`config.mk`:
```
export PLATFORM = sky130hd
export DESIGN_NAME = prd_pll_ratio_decode
export DESIGN_NICKNAME = d
export VERILOG_FILES = /design/src/verilog/prd_pkg.sv /design/src/verilog/prd_ratio_table.sv /design/src/verilog/prd_pll_ratio_decode.sv
export SDC_FILE = /design/constraint.sdc
export NUM_CORES = 1
export LEC_CHECK = 0
export ABC_AREA = 0
export BUFFER_PORTS_ARGS = -buffer_cell sky130_fd_sc_hd__buf_2
export CAP_MARGIN = 0
export CORE_UTILIZATION = 38
export DETAILED_ROUTE_END_ITERATION = 12
export SETUP_SLACK_MARGIN = 0.1
export SYNTH_ARGS = -nofsm -noshare
export SYNTH_HDL_FRONTEND = slang
export SYNTH_SLANG_ARGS = --single-unit
```
`constraint.sdc`:
```
create_clock -name ref_clk -period 2.52 [get_ports ref_clk]
set_clock_uncertainty 0.2 [all_clocks]
set_input_delay 0.504 -clock ref_clk [delete_from_list [all_inputs] [get_ports ref_clk]]
set_output_delay 0.504 -clock ref_clk [all_outputs]
set_load 0.01 [all_outputs]
```
`src/verilog/prd_pkg.sv`:
```
package prd_pkg;

    // ****************************************************************
    // Field widths and multiplier encoding
    // ****************************************************************
    // Multiplier is held in half steps: value = 2 * ratio
    localparam int CFG_W = 6;
    localparam int MULT_W = 7;

    localparam logic [5:0] CFG_11X = 6'h26;
    localparam logic [5:0] CFG_11_5X = 6'h00;
    localparam logic [5:0] CFG_12X = 6'h2E;
    localparam logic [5:0] CFG_12_5X = 6'h3E;
    localparam logic [5:0] CFG_13X = 6'h16;
    localparam logic [5:0] CFG_13_5X = 6'h38;
    localparam logic [5:0] CFG_14X = 6'h32;
    localparam logic [5:0] CFG_15X = 6'h06;
    localparam logic [5:0] CFG_16X = 6'h36;
    localparam logic [5:0] CFG_17X = 6'h02;
    localparam logic [5:0] CFG_18X = 6'h0A;
    localparam logic [5:0] CFG_20X = 6'h0E;
    localparam logic [5:0] CFG_21X = 6'h12;
    localparam logic [5:0] CFG_24X = 6'h1A;
    localparam logic [5:0] CFG_28X = 6'h3A;
    localparam logic [5:0] CFG_BYPASS = 6'h0C;
    localparam logic [5:0] CFG_OFF = 6'h3C;

    // Low-multiplier threshold for delayed address acknowledge, 5x
    localparam logic [6:0] ACK_DELAY_LIMIT = 7'h0A;
    localparam logic [6:0] CORE_VCO_MULT = 7'h02;

    // ****************************************************************
    // Types
    // ****************************************************************
    typedef enum logic [1:0] {
        PRD_MODE_PLL,
        PRD_MODE_BYPASS,
        PRD_MODE_OFF,
        PRD_MODE_RESERVED
    } prd_mode_t;

    typedef struct packed {
        prd_mode_t mode;
        logic [6:0] bus_mult;
        logic [6:0] vco_mult;
    } prd_cfg_t;

    typedef struct packed {
        logic core_clk_en;
        logic bus_clk_en;
        logic ack_delay_req;
        logic [6:0] eff_mult;
    } prd_status_t;

endpackage : prd_pkg

```
`src/verilog/prd_ratio_table.sv`:
```
`timescale 1ns/1ps
module prd_ratio_table (
    input wire logic [5:0] cfg_code,
    output prd_pkg::prd_cfg_t cfg
);

    // ****************************************************************
    // Code to multiplier lookup
    // ****************************************************************
    always_comb begin
        cfg.mode = prd_pkg::PRD_MODE_PLL;
        cfg.vco_mult = prd_pkg::CORE_VCO_MULT;
        case (cfg_code)
            prd_pkg::CFG_11X: cfg.bus_mult = 7'h16;
            prd_pkg::CFG_11_5X: cfg.bus_mult = 7'h17;
            prd_pkg::CFG_12X: cfg.bus_mult = 7'h18;
            prd_pkg::CFG_12_5X: cfg.bus_mult = 7'h19;
            prd_pkg::CFG_13X: cfg.bus_mult = 7'h1A;
            prd_pkg::CFG_13_5X: cfg.bus_mult = 7'h1B;
            prd_pkg::CFG_14X: cfg.bus_mult = 7'h1C;
            prd_pkg::CFG_15X: cfg.bus_mult = 7'h1E;
            prd_pkg::CFG_16X: cfg.bus_mult = 7'h20;
            prd_pkg::CFG_17X: cfg.bus_mult = 7'h22;
            prd_pkg::CFG_18X: cfg.bus_mult = 7'h24;
            prd_pkg::CFG_20X: cfg.bus_mult = 7'h28;
            prd_pkg::CFG_21X: cfg.bus_mult = 7'h2A;
            prd_pkg::CFG_24X: cfg.bus_mult = 7'h30;
            prd_pkg::CFG_28X: cfg.bus_mult = 7'h38;
            prd_pkg::CFG_BYPASS: begin
                cfg.mode = prd_pkg::PRD_MODE_BYPASS;
                cfg.bus_mult = 7'h02;
                cfg.vco_mult = 7'h00;
            end
            prd_pkg::CFG_OFF: begin
                cfg.mode = prd_pkg::PRD_MODE_OFF;
                cfg.bus_mult = 7'h00;
                cfg.vco_mult = 7'h00;
            end
            default: begin
                cfg.mode = prd_pkg::PRD_MODE_RESERVED;
                cfg.bus_mult = 7'h00;
                cfg.vco_mult = 7'h00;
            end
        endcase
    end

endmodule : prd_ratio_table

```
`src/verilog/prd_pll_ratio_decode.sv`:
```
// Summary of operation
// - Six-bit strap decodes to bus-to-core multiplier, core-to-VCO 1x.
// - Code 001100 bypasses the PLL; bus clock drives core directly.
// - In bypass the bus interface runs at half the input clock.
// - Code 111100 turns PLL off; no core clocking at all.
// - Decoded multipliers hold until reset; frequency switching only alters eff_mult and ack_delay_req.
// - In PLL mode, frequency switching divides ratio by two or four in one cycle; both requests together leave it undivided.
`timescale 1ns/1ps
module prd_pll_ratio_decode (
    input wire logic ref_clk,
    input wire logic rst_n,
    input wire logic [5:0] ratio_select,
    input wire logic bypass_clock_qualifier,
    input wire logic dfs_div2_req,
    input wire logic dfs_div4_req,
    output prd_pkg::prd_mode_t clock_mode,
    output logic [6:0] bus_mult,
    output logic [6:0] vco_mult,
    output prd_pkg::prd_status_t status,
    output logic cfg_reserved
);

    // ****************************************************************
    // Strap capture
    // ****************************************************************
    logic [5:0] strap_q;
    logic [5:0] strap_d;
    logic armed_q;
    logic armed_d;
    prd_pkg::prd_cfg_t cfg;

    always_comb begin
        strap_d = strap_q;
        armed_d = 1'b1;
        if (!armed_q) begin
            strap_d = ratio_select;
        end
    end

    always_ff @(posedge ref_clk) begin
        if (!rst_n) begin
            strap_q <= prd_pkg::CFG_OFF;
            armed_q <= 1'b0;
        end else begin
            strap_q <= strap_d;
            armed_q <= armed_d;
        end
    end

    prd_ratio_table u_table (
        .cfg_code(strap_q),
        .cfg(cfg)
    );

    // ****************************************************************
    // Clock enables and frequency switching
    // ****************************************************************
    function automatic logic [6:0] prd_div(input logic [6:0] m,
                                           input logic d2,
                                           input logic d4);
        logic [6:0] r;
        r = m;
        if (d2 && d4) begin
            r = m;
        end else if (d4) begin
            r = m >> 2;
        end else if (d2) begin
            r = m >> 1;
        end
        return r;
    endfunction : prd_div

    prd_pkg::prd_status_t status_d;
    prd_pkg::prd_status_t status_q;
    prd_pkg::prd_mode_t mode_q;
    logic [6:0] bus_mult_q;
    logic [6:0] vco_mult_q;
    logic qual_q;

    always_comb begin
        status_d.core_clk_en = 1'b0;
        status_d.bus_clk_en = 1'b0;
        status_d.eff_mult = 7'h00;
        case (cfg.mode)
            prd_pkg::PRD_MODE_PLL: begin
                status_d.core_clk_en = 1'b1;
                status_d.bus_clk_en = 1'b1;
                status_d.eff_mult = prd_div(cfg.bus_mult, dfs_div2_req,
                                            dfs_div4_req);
            end
            prd_pkg::PRD_MODE_BYPASS: begin
                status_d.core_clk_en = 1'b1;
                status_d.bus_clk_en = bypass_clock_qualifier & ~qual_q;
                status_d.eff_mult = cfg.bus_mult;
            end
            prd_pkg::PRD_MODE_OFF: begin
                status_d.core_clk_en = 1'b0;
                status_d.bus_clk_en = 1'b0;
            end
            default: begin
                status_d.core_clk_en = 1'b0;
                status_d.bus_clk_en = 1'b0;
            end
        endcase
        status_d.ack_delay_req = (status_d.eff_mult != 7'h00) &&
            (status_d.eff_mult < prd_pkg::ACK_DELAY_LIMIT);
    end

    always_ff @(posedge ref_clk) begin
        if (!rst_n) begin
            status_q <= '0;
            mode_q <= prd_pkg::PRD_MODE_OFF;
            bus_mult_q <= 7'h00;
            vco_mult_q <= 7'h00;
            qual_q <= 1'b0;
        end else begin
            status_q <= status_d;
            mode_q <= cfg.mode;
            bus_mult_q <= cfg.bus_mult;
            vco_mult_q <= cfg.vco_mult;
            qual_q <= bypass_clock_qualifier;
        end
    end

    assign clock_mode = mode_q;
    assign bus_mult = bus_mult_q;
    assign vco_mult = vco_mult_q;
    assign status = status_q;
    assign cfg_reserved = (mode_q == prd_pkg::PRD_MODE_RESERVED);

endmodule : prd_pll_ratio_decode

```
## Word level (Yosys, flattened, before mapping)

Index checks and enable logic that the tools add are counted.

| storage, ports and cells | value |
|---|---|
| flip-flop bits (word level) | 34 |
| bits of input ports | 11 |

| cells by class | value |
|---|---|
| magnitude comparators | 1 |
| equality and inequality tests | 18 |
| muxes and demuxes | 9 |
| bitwise logic cells | 2 |
| reduce and logical (&&, ||, !) cells | 6 |

Operators by type and width:

| cell | number |
|---|---|
| one-hot mux 6 bit (16 select lines) | 1 |
| equality test 6 bit (second input constant) | 8 |
| two-way mux 7 bit | 3 |
| equality test 6 x 4 -> 1 bit (second input constant) | 3 |
| equality test 6 x 5 -> 1 bit (second input constant) | 3 |
| OR reduction 15 bit | 1 |
| one-hot mux 7 bit (2 select lines) | 1 |
| less-than comparator 7 x 4 -> 1 bit (second input constant) | 1 |
| nonzero test 7 bit | 1 |
| equality test 6 x 2 -> 1 bit (second input constant) | 1 |
| equality test 6 x 3 -> 1 bit (second input constant) | 1 |
| zero test 6 bit | 1 |
| one-hot mux 2 bit (3 select lines) | 1 |
| one-hot mux 2 bit (2 select lines) | 1 |
| equality test 2 x 1 -> 1 bit (second input constant) | 1 |
| equality test 2 bit (second input constant) | 1 |
| logical AND 1 bit | 2 |
| zero test 2 bit | 1 |
| two-way mux 2 bit | 1 |
| bitwise AND 1 bit | 1 |
| two-way mux 1 bit | 1 |
| NOT 1 bit | 1 |

## Depth between registers and ports, before layout

Gate-level depths: netlist of the first run.

| depth | value |
|---|---|
| depth after elaboration | 8 |
| depth in mapped cells | 9 |

## Modules after synthesis

From an unflattened synthesis of the first run, not the netlist that was laid out.

| second synthesis, totals | value |
|---|---|
| cell total of the unflattened synthesis | 184 |
| area total of the unflattened synthesis | 1596.5 um^2 |

Modules (own cells, without submodules):

| module | times used | cells each | area an instance (um^2) |
|---|---|---|---|
| prd_pll_ratio_decode | 1 | 107 | 1161.1 |
| prd_ratio_table | 1 | 77 | 435.4 |

## Least setup slack after synthesis of the first run

Ideal clock, no wire load.

| timing | value |
|---|---|
| kind | register to register |
| from | register strap_q[1] |
| to | register status_q (netlist bit status[7]) |
| arrival time | 1.757 ns |
| data required time | 2.197 ns |
| setup slack | 0.440 ns |
| cell stages (with the launch flop) | 9 |
| path buffers | 1 |
| period minus slack after synthesis | 2.080 ns |
| cells stage by stage | dfxtp_1 buf_6 or3_1 a211o_1 a21oi_4 o22ai_1 o21ba_2 a21oi_1 nor3b_2 |

| on the way | value |
|---|---|
| word-level cells in the longest chain between the ends | 8 |

RTL lines:

| element | line | text |
|---|---|---|
| start: declaration | prd_pll_ratio_decode.sv:26 | `logic [5:0] strap_q;` |
| start signal: assignment | prd_pll_ratio_decode.sv:42 | `strap_q <= prd_pkg::CFG_OFF;` |
| start signal: assignment | prd_pll_ratio_decode.sv:45 | `strap_q <= strap_d;` |
| equality test 6 x 4 -> 1 bit (tied with other cells) | prd_ratio_table.sv:13 | `case (cfg_code)` |
| one-hot mux 6 bit (16 select lines) | prd_ratio_table.sv:13 |  |
| two-way mux 7 bit | prd_pll_ratio_decode.sv:67 | `end else if (d2) begin` |
| two-way mux 7 bit | prd_pll_ratio_decode.sv:65 | `end else if (d4) begin` |
| two-way mux 7 bit | prd_pll_ratio_decode.sv:63 | `if (d2 && d4) begin` |
| one-hot mux 7 bit (2 select lines) * | prd_pll_ratio_decode.sv:84 | `case (cfg.mode)` |
| less-than comparator 7 x 4 -> 1 bit or nonzero test 7 bit (tied branches) | prd_pll_ratio_decode.sv:106, prd_pll_ratio_decode.sv:105 |  |
| logical AND 1 bit * | prd_pll_ratio_decode.sv:105 | `status_d.ack_delay_req = (status_d.eff_mult != 7'h00) &&` |
| end signal: assignment | prd_pll_ratio_decode.sv:117 | `status_q <= status_d;` |
| end: declaration | prd_pll_ratio_decode.sv:74 | `prd_pkg::prd_status_t status_q;` |

Every way passes the cells marked *; elsewhere a longest branch is shown, timed or not.
A chain may end at the register's enable or synchronous reset.

## Worst setup path in the final report of the first run

Ends and elaborated chain as after synthesis.

==> out/results.tsv, run 1 <==
metric	value	unit
fin_crit_sh	0.8978	
synth-edff-count	0	
wl_met2	1469	microns
highest_layer	met4	
synth.ff_latch_count	26	
post_cts_buffers	0	
via_per_inst	5.325	
synthFlopType	dfxtp_1	
placement_rows	21	
ys_warn_count	0	
diodes	0	
grt_setup_unrepaired	false	
status	finished clean	
grt_pass1_wl	4940	microns
dp_slack	76.86	ps
initial_utilization	0.4068	
cts-htree-levels	1	
die_w	62.70	microns
slew_violations	0	
drive_above_1_share	0.2757	
hpwl	2173	microns
synthTopCellsByArea	dfxtp_1 37%, buf_4 4.8%, a21oi_1 4.3%, mux2i_1 4.3%, nor2_1 4.0%	
die_area	3931	sq um
place.gp.congestion	0.8316	
wire_per_inst	13.08	microns
cts.sink_count	26	
ys_seq_area_frac	0.3718	
cts_buffer_depth	2	
grt_use_total	0.1626	
finalHoldViolCount	0	
clock.fmax	442.0	MHz
path_max_fanout	19	
grt_max_degree	22	
synth_top_area_cell	dfxtp_1	
fin_crit	2263	ps
finalSetupViolCount	0	
avgSynthCellArea	8.643	sq um
cp-end-kind	register	
drv_cap	0	
cts_made_buffers	3	
antenna_found_initial	0	
die_h	62.70	microns
core	3442	sq um
drt-met1-wl	1301	microns
syn_area	1400	sq um
clk_pin_slew_worst_paths	90	ps
via_count	1230	
grt_pass1_vias	1075	
crit_type	reg -> reg	
setup_slack	257.5	ps
drtPass1Iterations	4	
syn_to_final_growth	13.94	%
setup_tns	0	ps
critical_path_required	2490	ps
met3RoutedLength	159	microns
drc	0	
detail-route-antenna-nets	0	
first_iter_violations	52	
cts_tree	done	
numPortBuffers	29	
final_nets	197	
wl	3021	microns
arrival	2230	ps
hold_buffers	0	
cp-start-kind	register	
overflow	0	
peakVddDrop	214.8	uV
yosysUniqueCellTypes	51	
clockRootBuffer	clkbuf_8	
clock_latency	280	ps
syn_inst	162	
power_density	607.1	nW/um^2
ioPinCount	38	
yosysTopAreaCellShare	0.3718	
hold_path_class	in -> reg	
async_flop_share	0	
p_leak	0.7182	nW
[power breakdown]
| group | total, W | internal, W | switching [W] |
|---|---|---|---|
| combinational | 0.000157 | 0.0000688 | 0.0000878 |
| clock | 0.000349 | 0.000213 | 0.000136 |
| sequential | 0.000463 | 0.000435 | 0.0000281 |
| total | 0.000969 | 0.000717 | 0.000252 |
[cell usage in the layout, fill, tap and decap left out, types with 2 or more instances in the layout]
master	count
buf_4	4
xnor2_1	2
o21ai_0	4
clkbuf_8	3
nor3_1	3
mux2_2	2
and2_1	8
nand2_1	12
mux2i_1	6
a211oi_1	3
a31oi_1	2
conb_1	8
dfxtp_2	3
nor2_1	15
buf_2	29
inv_1	7
a311oi_1	2
nand4_1	2
dfxtp_1	22
nand2b_1	4
a21oi_1	12
[repair_timing]
| action | in CTS | in global routing |
|---|---|---|
| setup endpoints to repair | 1 | 1 |
| gates resized for setup | 2 | 3 |
| hold endpoints to repair | 0 | 0 |
[synth_stat cells (2+ instances only)]
| master | n |
|---|---|
| a31oi_1 | 2 |
| dfxtp_1 | 26 |
| xnor2_1 | 2 |
| buf_6 | 3 |
| nand2b_1 | 4 |
| mux2_2 | 2 |
| buf_2 | 6 |
| mux2i_1 | 6 |
| a21oi_1 | 12 |
| clkbuf_1 | 3 |
| inv_1 | 7 |
| o21ai_0 | 4 |
| and2_1 | 8 |
| nor2_1 | 15 |
| nand4_1 | 2 |
| nor3_1 | 3 |
| nand2_1 | 12 |
| a311oi_1 | 2 |
| buf_4 | 9 |
| a211oi_1 | 3 |
[cells by family (layout without fill, tap and decap cells)]
family / Yosys count / count (layout) / share of synthesized area
multiplexers: 8 / 8 / 0.05898
AO/OA/AOI/OAI: 43 / 43 / 0.2288
flip-flops: 26 / 26 / 0.3718
XOR/XNOR: 2 / 2 / 0.01251
buffers and inverters: 29 / 45 / 0.1233
AND/OR/NAND/NOR: 53 / 53 / 0.2020
other: 1 / 8 / 0.002678
[critical path: stages (launching register included)]
cell	delay (ps)
dfxtp_2	420
or3_1	370
a211o_1	340
a21oi_4	200
o22ai_1	120
o21ba_2	240
a21oi_1	180
nor3b_2	70
[layer usage]
layer | up-vias | GRT usage
li1 | 600 | -
met1 | 569 | 0.1879
met2 | 52 | 0.2731
met3 | 9 | 0.02737
met4 | 0 | 0.1105
met5 | - | 0
[stage by stage]
step	instance area, sq um	hold WS [ps]	utilization	total power (W)	cells
after floorplan	1426	266.7	-	0.0005947	169
after detailed placement	1516	299.5	0.4406	0.0006274	227
after global routing	1595	239.8	0.4635	0.001018	231
after global placement	1516	288.6	0.4406	0.0006223	227
after CTS	1590	226.6	0.4620	0.0009779	231
final	1595	228.8	0.4635	0.0009686	231
[area by class of cell]
type	instances	area [sq um]
multi-input cells	114	733.2
well taps	46	57.56
clock buffers	3	41.29
repair buffers	33	175.2
fillers	345	1847
clock inverters	1	30.03
flip-flops and latches	26	528.0
inverters	8	30.03
[flip-flops by register name, summed over array words and instances, names as in the netlist]
register    cells
status          9
bus_mult        6
strap_q         6
clock_mode      2
armed_q         1
qual_q          1
vco_mult        1
[worst paths after layout]
| check | from | endpoint | slack, ps | depth (start not counted) |
|---|---|---|---|---|
| worst max register to register | strap_q[1]$_SDFFE_PN0N_ | status[7]$_SDFF_PN0_ | 260 | 7 |
| worst min register to register | qual_q$_SDFF_PN0_ | status[8]$_SDFF_PN0_ | 310 | 2 |
| worst max-delay path | strap_q[1]$_SDFFE_PN0N_ | status[7]$_SDFF_PN0_ | 260 | 7 |
| worst min-delay path | ratio_select[5] | strap_q[5]$_SDFFE_PN1N_ | 230 | 3 |
Power figures use the tool's default switching activity.
==> inputs of run 2 (changes only) <==
Settings changed: CORE_UTILIZATION 38 to 40.
==> run 2 against run 1 <==
Highest routed layer unchanged. Non-clock buffer count increased by 3. Count of clock-buffer cells in the layout unchanged. Critical path depth unchanged. Critical path type unchanged.
==> out/results.tsv, run 2 (same netlist as run 1, synthesis figures left out) <==
metric	value	unit
clk_pin_slew_worst_paths	140	ps
ioPinCount	38	
setup_tns	0	ps
antenna_found_initial	0	
cts_tree	done	
fin_crit	2257	ps
diodes	0	
multi_input_area	733.2	sq um
hold_depth	2	
grt.busiest_layer	met2	
rr_worst_depth	7	
seqPwrFrac	0.505	
numPortBuffers	29	
grt_use_met3	0.02521	
via_per_inst	5.248	
initial_utilization	0.4196	
hp-start	bypass_clock_qualifier	
grt_max_degree	17	
cts.sink_count	26	
die_h	61.16	microns
hold_end	qual_q$_SDFF_PN0_	
regArea	526.8	sq um
largest_reg_flops	9	
power_frac_comb	0.176	
grt_use_total	0.1694	
most-common-layout-cells	29 x buf_2, 21 x dfxtp_1, 15 x nor2_1, 12 x nand2_1, 12 x a21oi_1	
fillerInstances	357	
clock_latency	340	ps
hold_path_class	in -> reg	
max-slew-margin-rel	0.6470	
finalInstanceArea	1598	sq um
clock.fmax	443.1	MHz
finalSetupViolCount	0	
intPower	0.0006695	W
drive_above_1_share	0.2926	
cp-start-kind	register	
slew_violations	0	
drtPass1Iterations	4	
peakVddDrop	237.6	uV
wire_per_inst	12.56	microns
timing.rr.start	strap_q[2]$_SDFFE_PN1N_	
grt_pass1_wl	4602	microns
fin_crit_sh	0.8956	
drv_cap	0	
crit_type	reg -> reg	
p_leak	0.7246	nW
p_sw_frac	0.2688	
drc	0	
finalHoldViolCount	0	
use_met1	0.2241	
cts_made_buffers	3	
pwr-share-clk	0.318	
placement_rows	21	
post_cts_buffers	0	
via_count	1228	
r2r_end	status[7]$_SDFF_PN0_	
p_switching	0.0002461	W
hpwl	2189	microns
grt_setup_unrepaired	false	
place.gp.congestion	0.8748	
status	finished clean	
reg2reg_slack	260	ps
path_max_fanout	16	
cts_resized	0	
met2_usage	0.2655	
detail-route-antenna-nets	0	
core	3337	sq um
power_density	573.0	nW/um^2
final_common_cell	buf_2	
wl	2939	microns
cts_buffer_depth	2	
tightestPinTransition	528.2	ps
hold_buffers	0	
critical_path_required	2560	ps
overflow	0	
grt_pass1_vias	1028	
die_area	3741	sq um
clockRootBuffer	clkbuf_4	
cp-startpoint	strap_q[2]$_SDFFE_PN1N_	
die_w	61.16	microns
arrival	2300	ps
syn_to_final_growth	14.12	%
cp-end-kind	register	
dpl-instance-area	1539	sq um
final_nets	200	
first_iter_violations	74	
cts-htree-levels	1	
==> run 2: cell types whose count changed in the layout (fill, tap and decap cells not counted) <==
cell	before	now
clkbuf_8	3	0
dfxtp_2	3	5
dfxtp_1	22	21
clkbuf_4	0	3
dfxtp_4	1	0
buf_4	4	7
==> run 2: worst max path at each step <==
stage / endpoint
6_report: status[7]$_SDFF_PN0_
5_1_grt: status[7]$_SDFF_PN0_
4_1_cts: status[7]$_SDFF_PN0_
3_5_place_dp: status[7]$_SDFF_PN0_
3_3_place_gp: status[7]$_SDFF_PN0_
2_1_floorplan: status[7]$_SDFF_PN0_
==> run 2: layout make-up <==
class | count | share of cell area
Multi-Input combinational cell | 114 | 0.4589
Sequential cell | 26 | 0.3297
Timing Repair Buffer | 36 | 0.1237
Tap cell | 46 | 0.03602
Clock inverter | 1 | 0.01879
Inverter | 8 | 0.01879
Clock buffer | 3 | 0.01410
==> run 2: per-stage QoR <==
stage / total power (W) / hold slack, ps / instances / setup WS, ps / utilization
2_1_floorplan: 0.0005947 / 266.7 / 169 / 440.3 / -
3_3_place_gp: 0.0006305 / 287.2 / 230 / 174.6 / 0.4612
3_5_place_dp: 0.0006312 / 294.2 / 230 / 132.7 / 0.4612
4_1_cts: 0.0009228 / 167.4 / 234 / 119.3 / 0.4769
5_1_grt: 0.0009644 / 159.8 / 234 / 119.0 / 0.4788
6_report: 0.0009156 / 170.7 / 234 / 263.1 / 0.4788
==> run 2: power groups by stage <==
stage	clock network [W]	logic [W]	registers [W]
2_1_floorplan	0	0.000134	0.000461
3_3_place_gp	0	0.000160	0.000470
3_5_place_dp	0	0.000160	0.000471
4_1_cts	0.000300	0.000161	0.000461
5_1_grt	0.000316	0.000181	0.000467
6_report	0.000292	0.000162	0.000463
==> run 2: worst max-delay path, cell delays in order (launching register included) <==
cell       delay, ps
dfxtp_2          420
and4bb_1         290
a31oi_1           60
a2111oi_1        580
o31ai_1          130
o21ba_2          250
a21oi_1          180
nor3b_2           60
==> run 2: per-layer routing <==
| metal | vias up | share of wire |
|---|---|---|
| met5 | - | 0 |
| met4 | 0 | 0.034 |
| met3 | 15 | 0.051 |
| met2 | 51 | 0.46 |
| met1 | 551 | 0.45 |
| li1 | 611 | - |
==> inputs of run 3 (changes only) <==
Settings changed: ABC_AREA 0 to 1, CAP_MARGIN 0 to 20, SETUP_SLACK_MARGIN 0.1 to 0.02.
==> run 3 against run 2 <==
Sequential cell count unchanged. Non-clock buffer count down 7. Fmax up 14%. Clock power down 42%. Synthesized cell count up 18%. Utilization down 0.56 points. Register-to-register slack better by 270 ps. Sequential share of layout area down 0.26 points. Via count about the same. Largest cell class unchanged. Largest power group unchanged.
==> out/results.tsv, run 3 <==
metric	value	unit
ys_warn_count	0	
overflow	0	
clock.fmax	503.5	MHz
initial_utilization	0.4222	
yosysUniqueCellTypes	26	
drtPass1Iterations	4	
drv_cap	0	
cp.depth	12	
rr_worst_depth	12	
place.gp.congestion	0.9235	
final_common_cell	nand2_1	
placement_rows	21	
wl	2739	microns
synth_top_area_cell	dfxtp_1	
p_leak	0.8644	nW
finalSetupViolCount	0	
finalHoldViolCount	0	
hpwl	2152	microns
path_buf_inv	1	
grt_max_degree	14	
final_nets	232	
core	3363	sq um
synthTopCellsByArea	dfxtp_1 37%, nand2_1 8.2%, nand3_1 7.0%, nor2_1 6.6%, nor2_4 4.8%	
ioPinCount	38	
syn_area	1420	sq um
cpLargestDelayFamily	simple AND/OR/NAND/NOR gates	
detail-route-antenna-nets	0	
via_per_inst	4.630	
cts-htree-levels	1	
synth.top_cells.by_count	31 x nand2_1, 26 x dfxtp_1, 25 x nor2_1, 20 x nand3_1, 17 x inv_1	
cp-startpoint	strap_q[4]$_SDFFE_PN1N_	
via_count	1227	
reg2reg_slack	530	ps
hold_depth	3	
crit_path_top_delay_cell	dfxtp_1	
crit_type	reg -> reg	
cp-start-kind	register	
die_w	61.59	microns
first_iter_violations	31	
met3RoutedLength	113	microns
most-common-layout-cells	31 x nand2_1, 29 x buf_2, 26 x dfxtp_1, 25 x nor2_1, 20 x nand3_1	
cts_resized	0	
synth.ff_latch_count	26	
synth-edff-count	0	
diodes	0	
peakVddDrop	206.5	uV
slew_violations	0	
fin_crit_sh	0.7882	
syn_to_final_growth	12.07	%
clock_latency	310	ps
path_max_fanout	6	
die_area	3793	sq um
setup_tns	0	ps
hold_path_class	in -> reg	
grt_pass1_vias	1061	
avgSynthCellArea	7.435	sq um
post_cts_buffers	0	
numPortBuffers	29	
grt_use_total	0.1648	
critical_path_required	2550	ps
drive_above_1_share	0.3151	
power_density	509.0	nW/um^2
crit_top_cell	nand3_1	
worst_path_largest_cell_delay	390	ps
grt_pass1_wl	4554	microns
drc	0	
status	finished clean	
cp_cell_sequence	nand2_1 > inv_2 > nand3_1 > nand2_2 > nor2_2 > nand3_1 > nand2_1 > nand3_1 > nand2_2 > nand3_2 > o21bai_1 > nor2_1	
timing.rr.start	strap_q[4]$_SDFFE_PN1N_	
synth.most_common_cell	nand2_1	
antenna_found_initial	0	
clk_pin_slew_worst_paths	130	ps
largest_reg_flops	9	
r2r_end	status[7]$_SDFF_PN0_	
yosysTopAreaCellShare	0.3665	
async_flop_share	0	
ys_seq_area_frac	0.3665	
die_h	61.59	microns
cts_tree	done	
cts.sink_count	26	
cts_made_buffers	3	
syn_inst	191	
hold_buffers	0	
fin_crit	1986	ps
cts_buffer_depth	2	
setup_slack	533.8	ps
clockRootBuffer	clkbuf_4	
grt_setup_unrepaired	false	
hp-start	bypass_clock_qualifier	
wire_per_inst	10.34	microns
dp_slack	582.1	ps
arrival	2010	ps
synthFlopType	dfxtp_1	
endpoint	status[7]$_SDFF_PN0_	
utilization	0.4732	
highest_layer	met4	
cp-end-kind	register	
wl_met2	1328	microns
drt-met1-wl	1255	microns
==> run 3: area by class of cell <==
class / count / area [sq um]
multi-input cells: 135 / 745.7
fillers: 367 / 1772
well taps: 46 / 57.56
inverters: 26 / 100.1
clock buffers: 3 / 22.52
repair buffers: 29 / 145.1
flip-flops and latches: 26 / 520.5
==> run 3: worst min-delay path by stage <==
stage                                    to  slack (ps)
finish                    qual_q$_SDFF_PN0_         190
global route        strap_q[4]$_SDFFE_PN1N_         180
CTS                 strap_q[4]$_SDFFE_PN1N_         180
detailed placement  strap_q[1]$_SDFFE_PN0N_         270
global placement    strap_q[1]$_SDFFE_PN0N_         260
floorplan           strap_q[1]$_SDFFE_PN0N_         240
==> run 3: cells by family after synthesis <==
| logic type | after synthesis | share of synthesized area |
|---|---|---|
| and+or+nand+nor | 108 | 0.4220 |
| other | 1 | 0.002641 |
| buffers and inverters | 37 | 0.1269 |
| AOI/OAI and AO/OA | 19 | 0.08194 |
| DFF | 26 | 0.3665 |
==> run 3: worst register-to-register path: cells and delay by family, from the launching register on <==
| family | cells | cell delay [ps] |
|---|---|---|
| AOI/OAI and AO/OA | 1 | 130 |
| buffers and inverters | 1 | 70 |
| and+or+nand+nor | 10 | 1110 |
| DFF | 1 | 390 |
==> run 3: where the power goes <==
group	leakage, nW	switching [W]	internal [W]
Sequential	0.214	0.0000134	0.000437
Combinational	0.637	0.000123	0.0000661
Clock	0.0138	0.000114	0.0000558
==> run 3: stage by stage <==
step,cells,area (sq um),hold slack [ps],power (W)
after floorplan,198,1446,244.0,0.0006098
after global placement,262,1569,257.4,0.0006487
after detailed placement,262,1569,270.8,0.0006496
after CTS,265,1592,180.5,0.0008231
after global routing,265,1592,178.8,0.0008719
final,265,1592,194.5,0.0008102
==> run 3: routing by layer <==
metal  GRT usage  up-vias
met4     0.06349        0
met3     0.02521        6
met2      0.2734       35
met5           0        -
met1      0.2145      538
li1            -      648
